### src/logic/sdea_map.vh
// register map and constants for the software debug event action block
//
// Contract
// - on a software event the counter-action field 00 leaves the task-mode counters alone, 01 starts them, 10 stops them.
// - counter-action field 11 toggles the counter run state on each event.
// - on a software event the suspend-out level takes the value of the suspend-level bit.
// - with break-out disabled no event ever pulses the break-out line, while other effects remain.
// - with break-out enabled the break-out line pulses as the action code asks; 000 does nothing, 001 pulses only.
// - a readable and writable break sequencing select bit picks break-after-make (0) or break-before-make (1).
// - the three-bit action code is decoded as the event's debug action, with 000 doing nothing at all.
// - action code 010 halts the core and pulses break-out unless disabled.
// - action code 011 raises a breakpoint trap and pulses break-out unless disabled.
// - action code 100 raises breakpoint interrupt 0 and pulses break-out unless disabled.
// - action codes 101, 110, 111 raise breakpoint interrupts 1, 2, 3 where present, with the break-out pulse unless disabled.
// - a code naming an absent breakpoint interrupt performs no core action.
// - the configuration register resets to zero so nothing happens after reset.
`ifndef SDEA_MAP_VH
`define SDEA_MAP_VH

// ==========================================================
// register offsets
`define SDEA_OFS_CFG        16'hFD10
`define SDEA_OFS_STATUS     16'hFD14
`define SDEA_OFS_IRQ_STAT   16'hFD18
`define SDEA_OFS_IRQ_MASK   16'hFD1C

// ==========================================================
// configuration fields
`define SDEA_CNT_HI         7
`define SDEA_CNT_LO         6
`define SDEA_SUSPEND_LEVEL_BIT_BIT       5
`define SDEA_BOD_BIT        4
`define SDEA_BBM_BIT        3
`define SDEA_EVENT_ACTION_CODE_HI        2
`define SDEA_EVENT_ACTION_CODE_LO        0
`define SDEA_CFG_WMASK      32'h000000FF
`define SDEA_CFG_RESET      8'h00

// ==========================================================
// counter actions
`define SDEA_CNT_KEEP       2'h0
`define SDEA_CNT_START      2'h1
`define SDEA_CNT_STOP       2'h2
`define SDEA_CNT_TOGGLE     2'h3

// ==========================================================
// action codes
`define SDEA_ACT_NONE       3'h0
`define SDEA_ACT_PULSE      3'h1
`define SDEA_ACT_HALT       3'h2
`define SDEA_ACT_TRAP       3'h3
`define SDEA_ACT_BKI0       3'h4

// ==========================================================
// interrupt status bits
`define SDEA_IRQ_EVENT      0
`define SDEA_IRQ_BREAKOUT   1
`define SDEA_IRQ_CORE       2
`define SDEA_IRQ_WIDTH      3

`endif

### src/logic/sdea_action_decode.v
// decoder of the event action code into core requests
`timescale 1ns/1ps
`include "sdea_map.vh"
module sdea_action_decode #(
  parameter NUM_BKI = 4
) (
  input  wire [2:0] code,
  input  wire       brk_dis,
  output reg        halt,
  output reg        trap,
  output reg  [3:0] bki,
  output reg        pulse
);

  // ==========================================================
  // decode
  always @* begin
    halt  = 1'b0;
    trap  = 1'b0;
    bki   = 4'h0;
    pulse = 1'b0;
    case (code)
      `SDEA_ACT_NONE: begin
        pulse = 1'b0;
      end
      `SDEA_ACT_PULSE: begin
        pulse = 1'b1;
      end
      `SDEA_ACT_HALT: begin
        halt  = 1'b1;
        pulse = 1'b1;
      end
      `SDEA_ACT_TRAP: begin
        trap  = 1'b1;
        pulse = 1'b1;
      end
      default: begin
        if ({30'h00000000, code[1:0]} < NUM_BKI) begin
          bki[code[1:0]] = 1'b1;
        end
        pulse = 1'b1;
      end
    endcase
    if (brk_dis) begin
      pulse = 1'b0;
    end
  end

endmodule // sdea_action_decode

### src/logic/sdea_counter_ctrl.v
// run state of the task-mode performance counters
`timescale 1ns/1ps
`include "sdea_map.vh"
module sdea_counter_ctrl (
  input  wire       sys_clk,
  input  wire       sys_rst,
  input  wire       fire,
  input  wire [1:0] action,
  output reg        run
);

  // ==========================================================
  // run state
  always @(posedge sys_clk) begin
    if (sys_rst) begin
      run <= 1'b0;
    end else if (fire) begin
      case (action)
        `SDEA_CNT_KEEP: begin
          run <= run;
        end
        `SDEA_CNT_START: begin
          run <= 1'b1;
        end
        `SDEA_CNT_STOP: begin
          run <= 1'b0;
        end
        default: begin
          run <= ~run;
        end
      endcase
    end
  end

endmodule // sdea_counter_ctrl

### src/logic/sdea_top.v
// software debug event action dispatcher with register port
`timescale 1ns/1ps
`include "sdea_map.vh"
module sdea_top #(
  parameter NUM_BKI = 4
) (
  input  wire        sys_clk,
  input  wire        sys_rst,
  input  wire [15:0] reg_addr,
  input  wire [31:0] reg_wdata,
  input  wire        reg_wr,
  input  wire        reg_rd,
  output reg  [31:0] reg_rdata,
  input  wire        sw_event,
  output reg         perf_run,
  output reg         suspend_out,
  output reg         break_out_line,
  output reg         break_sequencing_select,
  output reg         halt_req,
  output reg         trap_req,
  output reg  [3:0]  bki_req,
  output reg         irq
);

  // ==========================================================
  // configuration register
  reg  [7:0]                 cfg;
  reg  [`SDEA_IRQ_WIDTH-1:0] irq_stat;
  reg  [`SDEA_IRQ_WIDTH-1:0] irq_mask;
  wire                       dec_halt;
  wire                       dec_trap;
  wire [3:0]                 dec_bki;
  wire                       dec_pulse;
  wire                       run_state;
  wire [`SDEA_IRQ_WIDTH-1:0] ev_set;
  wire [`SDEA_IRQ_WIDTH-1:0] next_irq_stat;

  always @(posedge sys_clk) begin
    if (sys_rst) begin
      cfg <= `SDEA_CFG_RESET;
    end else if (reg_wr && reg_addr == `SDEA_OFS_CFG) begin
      cfg <= reg_wdata[7:0];
    end
  end

  // ==========================================================
  // decode and counter control
  sdea_action_decode #(
    .NUM_BKI (NUM_BKI)
  ) u_decode (
    .code    (cfg[`SDEA_EVENT_ACTION_CODE_HI:`SDEA_EVENT_ACTION_CODE_LO]),
    .brk_dis (cfg[`SDEA_BOD_BIT]),
    .halt    (dec_halt),
    .trap    (dec_trap),
    .bki     (dec_bki),
    .pulse   (dec_pulse)
  );

  sdea_counter_ctrl u_counter (
    .sys_clk (sys_clk),
    .sys_rst (sys_rst),
    .fire    (sw_event),
    .action  (cfg[`SDEA_CNT_HI:`SDEA_CNT_LO]),
    .run     (run_state)
  );

  // ==========================================================
  // event outputs
  always @(posedge sys_clk) begin
    if (sys_rst) begin
      perf_run                <= 1'b0;
      suspend_out             <= 1'b0;
      break_out_line          <= 1'b0;
      break_sequencing_select <= 1'b0;
      halt_req                <= 1'b0;
      trap_req                <= 1'b0;
      bki_req                 <= 4'h0;
    end else begin
      perf_run                <= run_state;
      break_sequencing_select <= cfg[`SDEA_BBM_BIT];
      if (sw_event) begin
        suspend_out <= cfg[`SDEA_SUSPEND_LEVEL_BIT_BIT];
      end
      break_out_line <= sw_event & dec_pulse;
      halt_req       <= sw_event & dec_halt;
      trap_req       <= sw_event & dec_trap;
      bki_req        <= {4{sw_event}} & dec_bki;
    end
  end

  // ==========================================================
  // interrupt status, set wins over clear
  assign ev_set        = {sw_event & (dec_halt | dec_trap | (|dec_bki)), sw_event & dec_pulse, sw_event};
  assign next_irq_stat = (reg_wr && reg_addr == `SDEA_OFS_IRQ_STAT) ?
                         ((irq_stat & ~reg_wdata[`SDEA_IRQ_WIDTH-1:0]) | ev_set) : (irq_stat | ev_set);

  always @(posedge sys_clk) begin
    if (sys_rst) begin
      irq_stat <= {`SDEA_IRQ_WIDTH{1'b0}};
      irq_mask <= {`SDEA_IRQ_WIDTH{1'b0}};
      irq      <= 1'b0;
    end else begin
      irq_stat <= next_irq_stat;
      if (reg_wr && reg_addr == `SDEA_OFS_IRQ_MASK) begin
        irq_mask <= reg_wdata[`SDEA_IRQ_WIDTH-1:0];
      end
      irq <= |(next_irq_stat & irq_mask);
    end
  end

  // ==========================================================
  // read port
  always @(posedge sys_clk) begin
    if (sys_rst) begin
      reg_rdata <= 32'h00000000;
    end else if (reg_rd) begin
      case (reg_addr)
        `SDEA_OFS_CFG: begin
          reg_rdata <= {24'h000000, cfg};
        end
        `SDEA_OFS_STATUS: begin
          reg_rdata <= {29'h00000000, break_sequencing_select, suspend_out, run_state};
        end
        `SDEA_OFS_IRQ_STAT: begin
          reg_rdata <= {29'h00000000, irq_stat};
        end
        `SDEA_OFS_IRQ_MASK: begin
          reg_rdata <= {29'h00000000, irq_mask};
        end
        default: begin
          reg_rdata <= 32'h00000000;
        end
      endcase
    end else begin
      reg_rdata <= 32'h00000000;
    end
  end

endmodule // sdea_top

### config.mk
export PLATFORM = sky130hd
export DESIGN_NAME = sdea_top
export DESIGN_NICKNAME = d
export VERILOG_FILES = /design/src/logic/sdea_action_decode.v /design/src/logic/sdea_counter_ctrl.v /design/src/logic/sdea_top.v
export VERILOG_INCLUDE_DIRS = /design/src /design/src/logic
export SDC_FILE = /design/constraint.sdc
export NUM_CORES = 1
export LEC_CHECK = 0
export BUFFER_PORTS_ARGS = -buffer_cell sky130_fd_sc_hd__buf_4
export CORE_ASPECT_RATIO = 1.25
export CORE_MARGIN = 8
export CORE_UTILIZATION = 46
export CTS_BUF_LIST = sky130_fd_sc_hd__clkbuf_8 sky130_fd_sc_hd__clkbuf_16
export DETAILED_ROUTE_END_ITERATION = 8
export PLACE_DENSITY = 0.86
export SYNTH_ARGS = -nofsm -noshare
export SYNTH_HDL_FRONTEND = slang
export SYNTH_SLANG_ARGS = --single-unit
### constraint.sdc
create_clock -name sys_clk -period 2.8 [get_ports sys_clk]
set_clock_uncertainty 0.1 [all_clocks]
set_input_delay 0.28 -clock sys_clk [delete_from_list [all_inputs] [get_ports sys_clk]]
set_output_delay 0.28 -clock sys_clk [all_outputs]
set_load 0.05 [all_outputs]
# == Word-level counts from Yosys, hierarchy flattened ==
# Cells that the tools add are included.
# word_totals
output_inout_bits,43
input_bits,53
word_cells,60
regBits,58
# classes
n_reduce_logical,11
bitwise_logic,15
order_cmp,2
muxes,10
n_eq_ne,9
# op_table
cell,n
"equality test 16 bit, second input constant",4
case mux 8 bit (4 select lines),1
OR reduction 4 bit,2
bitwise AND 3 bit,2
"equality test 3 x 2 -> 1 bit, second input constant",2
OR 3 bit,2
2-to-1 mux 1 bit,5
bitwise AND 1 bit,4
bitwise AND 4 bit,1
logical AND 1 bit,4
2-to-1 mux 4 bit,1
"equality test 3 x 1 -> 1 bit, second input constant",1
logical NOT 3 bit,1
"< comparator 2 x 3 -> 1 bit, second input constant",1
2-to-1 mux 3 bit,1
inverter 1 bit,3
inverter 3 bit,1
case mux 1 bit (3 select lines),1
OR reduction 3 bit,1
demux 1 bit (select 2 bit),1
"equality test 2 x 1 -> 1 bit, second input constant",1
"equality test 2 bit, second input constant",1
">= comparator 2 x 1 -> 1 bit, second input constant",1
logical NOT 2 bit,1
other kinds (3),4

# == Depth between registers and ports, before layout ==
# logic_depth
ltp_word,12
depth_mapped,5
mapped_depth_nobuf,5

# == Hierarchy ==
# A second synthesis with hierarchy kept.
# unflattened
hier_cells,160
area_unflattened_um2,1594.0
# by_module_without_submodules
module,n_inst,cells_per_inst,area_per_inst_um2,seq_area_each_um2
sdea_top,1,141,1445.1,660.6
sdea_counter_ctrl,1,10,90.1,20.0
sdea_action_decode,1,9,58.8,0.0

# == Worst setup path before layout ==
# No wires, ideal clock.
# synth_path
path_type,input to register
from,input port reg_addr[7]
to,register cfg[0]
setup_time_ps,132
path_slack_ps,749
required_ps,2568
path_buffers,1
t_arrival_ps,1819
cell_stages,5
path_cell_list,or4b_4 > or4_4 > buf_2 > o31ai_1 > a21oi_1
# synth_via
elab_chain_cells,2
# synth_rtl
item,line,text
start: declaration,sdea_top.v:9,"input wire [15:0] reg_addr,"
equality test 16 bit,-,
logical AND 1 bit (no line),-,
end signal: assignment,sdea_top.v:40,cfg <= `SDEA_CFG_RESET;
end signal: assignment,sdea_top.v:42,cfg <= reg_wdata[7:0];
end: declaration,sdea_top.v:27,reg [7:0] cfg;
# Every way passes these cells.
# A chain may end at the register's enable or synchronous reset.

# == Worst setup path in the final report ==
# layout_path
from,input port reg_addr[7]
to,register reg_rdata[7]
# layout_via
elab_chain_cells,2
elab_cells_between_ends,5
cone_classes,4 x eq/ne; 1 x mux
# layout_rtl
item,line,text
equality test 16 bit,sdea_top.v:117,case (reg_addr)
case mux 8 bit (4 select lines) *,sdea_top.v:117,
end signal: assignment,sdea_top.v:119,"reg_rdata <= {24'h000000, cfg};"
end signal: assignment,sdea_top.v:122,"reg_rdata <= {29'h00000000, break_sequencing_select, suspend_out, run_state};"
end signal: assignment,sdea_top.v:125,"reg_rdata <= {29'h00000000, irq_stat};"
end: declaration,sdea_top.v:13,"output reg [31:0] reg_rdata,"
# Mark *: on every way between the ends. The rest lies on a longest branch, timed or not.

==> results.yml <==
clock_tree:
  clk_pin_slew_worst_paths_ns: 0.07
  post_cts_buffers: 0
  tritoncts.num_buffers: 5
  clock_insertion_delay_at_the_later_pin_of_the_skew_report_ns: 0.29
  numClockSinks: 34
  cts.path.max_buffers: 2
  cts_hold_repair.buffers: 0
  cts-root-buf: "sky130_fd_sc_hd__clkbuf_8"
  cts_htree_levels: 2
  cts.repair.resized: 0
  cts_tree: "built"
grt:
  globalRoute.totalOverflow: 0
  grt_start_max_net_pins: 26
  grt_first_pass_wirelength_um: 5570
  antenna_found_initial: 0
  first_global_vias: 1339
  global_route.usage.total: 0.130
worst_hold_path:
  min_to: "cfg[5]"
  min_from: "reg_wdata[5]"
  timing.hold.worst_path_depth: 3
  timing.hold.worst.class: "primary input to flip-flop"
placement:
  finalWeightedCongestion: 0.772
  io_buf_count: 47
  post-dp-hpwl_um: 2790
  placement.setup.worst_slack_ns: 0.502
routing:
  detail_route_antenna_nets: 0
  vias: 1319
  detailedRoute.firstIterationViolations: 94
  total_wire_length_after_detailed_routing_um: 3580
  number_of_design_rule_violations_left_after_detail_routing: 0
  avgViaCountPerCell: 5.23
  number_of_search_and_repair_iterations_in_the_first_detailed_routing_pass: 5
  wl_per_cell_um: 14.2
layout:
  antennaDiodeCount: 0
  finalNetCount: 267
  final_layout_size_suffix_gt1_frac: 0.315
  synthToLayoutAreaGrowth_pct: 24.2
  postLayoutCoreUtil: 0.584
  nFillCells: 305
power_and_ir_drop:
  power_leakage_uw: 0.000822
  net-switching-power_uw: 272
  worst_ir_drop_vdd_v: 0.000377
  seqPwrFrac: 0.467
  total_power_uw: 1040
  pwrdens_nw_per_um2: 524
  power.internal_uw: 766
  share_clk_of_total_power: 0.401
  power_switching_share: 0.262
  comb_power_share: 0.131
logic_synthesis:
  synth_flop_cell: "sky130_fd_sc_hd__dfxtp_1"
  synth_cell_type_count: 38
  post-synth-top-count-cell: "sky130_fd_sc_hd__dfxtp_1"
  yosys.area_share.xor_xnor: 0
  synth_adder_area_share: 0.0157
  synth_edf_count: 0
  synth.largest_area_cell: "sky130_fd_sc_hd__dfxtp_1"
  compound_cell_area_share_of_the_yosys_netlist: 0.134
  post_synth_inst_count: 168
  synthArstFlopShare: 0
  synth.area.mux_share: 0.0486
  post_synth_instance_area_um2: 1600
  synth.top_cells.by_count: "sky130_fd_sc_hd__dfxtp_1, sky130_fd_sc_hd__buf_4, sky130_fd_sc_hd__a21oi_1"
  combinational_family_with_the_most_area_after_synthesis: "simple AND/OR/NAND/NOR gates"
  synth.top_cell.area_share: 0.427
  synthSimpleGateAreaFrac: 0.218
  syn_avg_cell_area_um2: 9.50
  synth_seq_area_share: 0.427
  synthesis.yosys.warnings: 0
  number_of_storage_elements_in_the_synthesis_netlist: 34
  largest_cells_by_area_after_synthesis: "sky130_fd_sc_hd__dfxtp_1, sky130_fd_sc_hd__buf_4, sky130_fd_sc_hd__o31ai_1, sky130_fd_sc_hd__a21oi_1, sky130_fd_sc_hd__nand4_1"
worst_setup_path:
  kind_of_critical_path: "primary input to flip-flop"
  highest_fanout_seen_on_the_critical_path: 13
  end_kind: "flip-flop"
  crit-reg2reg-launch: "cfg[2]"
  reg2reg_setup_slack_ns: 1.11
  setup.worst_path.start_class: "primary input"
  worstRegToRegCells: 4
  crit_required_ns: 2.91
  critical_path_arrival_ns: 2.13
  worstReg2RegEnd: "irq"
timing:
  worst_slew_pin_slew_ns: 0.511
  timing_hold_violations_final: 0
  setup_slack_ns: 0.782
  final-setup-viol-count: 0
  grt_setup_unrepaired: "false"
  slew-limit-headroom: 0.658
  final.setup.tns_ns: 0
  fmax_mhz: 496
  timing.hold.ws_ns: 0.152
  layout_worst_path_cycle_share: 0.721
  finalMaxSlewViolations: 0
  layout_min_cycle_time_ns: 2.02
floorplanning:
  floorplan.die.width_um: 68.7
  initial_utilization: 0.470
  floorplan.die.height_um: 81.8
  pin_count: 96
  dieArea_um2: 5620
  rows: 24
  floorplan.core_area_um2: 3390
run:
  drv.max_cap_violation_count: 0
outcome:
  outcome: "complete, no violations"
==> power by group through the flow <==
stage	combinational [uW]	clock, uW	sequential (uW)
2_1_floorplan	124	0	496
3_3_place_gp	134	0	496
3_5_place_dp	135	0	496
4_1_cts	135	422	485
5_1_grt	144	443	485
6_report	136	416	485
==> cells by family after synthesis <==
kind of cell / after synthesis
other cells: 1
simple gates: 53
fa+ha+maj: 2
compound gates: 33
buf+inv: 41
mux: 4
flops: 34
==> per-layer routing <==
| layer | track usage | vias to the layer above | routed length [um] |
|---|---|---|---|
| met5 | 0 | - | 0 |
| met4 | 0.0678 | 0 | 65 |
| met3 | 0.0491 | 6 | 316 |
| met2 | 0.229 | 78 | 1840 |
| met1 | 0.127 | 593 | 1350 |
| li1 | - | 642 | - |
==> cell usage in the layout (no fill, tap or decap), drive strengths merged, types with 2 or more instances in the layout <==
cell and instances:
buf 48, dfxtp 34, conb 24, a21oi 15, nand4 12, o31ai 11
nor2 8, clkbuf 8, inv 7, nor2b 6, nand2 5, and2 4
mux4 3, nor4 3, nor4b 2, a311oi 2, nor3 2, ha 2
or4b 2, or3 2
==> stage by stage <==
| step | cells | instance area (um2) |
|---|---|---|
| floorplan | 191 | 1680 |
| global placement | 244 | 1870 |
| detailed placement | 244 | 1870 |
| CTS | 252 | 1980 |
| global route | 252 | 1980 |
| finish | 252 | 1980 |
==> registers in the layout, summed over array words and instances (netlist names), 3 cells and up <==
| register | flops |
|---|---|
| bki_req | 4 |
| cfg | 8 |
| irq_mask | 3 |
| irq_stat | 3 |
| reg_rdata | 8 |
==> area by class of cell <==
| cell class | count | area [um2] | share of cell area |
|---|---|---|---|
| well taps | 39 | 48.8 | 0.0246 |
| clock buffers | 8 | 110 | 0.0556 |
| multi-input cells | 116 | 754 | 0.381 |
| flip-flops and latches | 34 | 681 | 0.344 |
| repair buffers | 48 | 360 | 0.182 |
| inverters | 7 | 26.3 | 0.0133 |
==> worst max path at each step <==
| stage | start | end | cells after the start | slack, ns |
|---|---|---|---|---|
| after CTS | reg_addr[7] | reg_rdata[7] | 5 | 0.78 |
| after global routing | reg_addr[7] | reg_rdata[5] | 5 | 0.69 |
| final | reg_addr[7] | reg_rdata[7] | 5 | 0.78 |
| after global placement | reg_addr[7] | reg_rdata[5] | 5 | 0.51 |
| after floorplan | reg_addr[7] | cfg[0] | 5 | 0.75 |
| after detailed placement | reg_addr[7] | reg_rdata[6] | 5 | 0.50 |
==> worst max-delay path: stages <==
cell                     delay [ns]
sky130_fd_sc_hd__buf_4         0.11
sky130_fd_sc_hd__or4b_4        0.53
sky130_fd_sc_hd__or4_4         0.63
sky130_fd_sc_hd__or3_4         0.40
sky130_fd_sc_hd__nor3_2        0.18
Note: power is estimated with default switching activity, not from simulation.
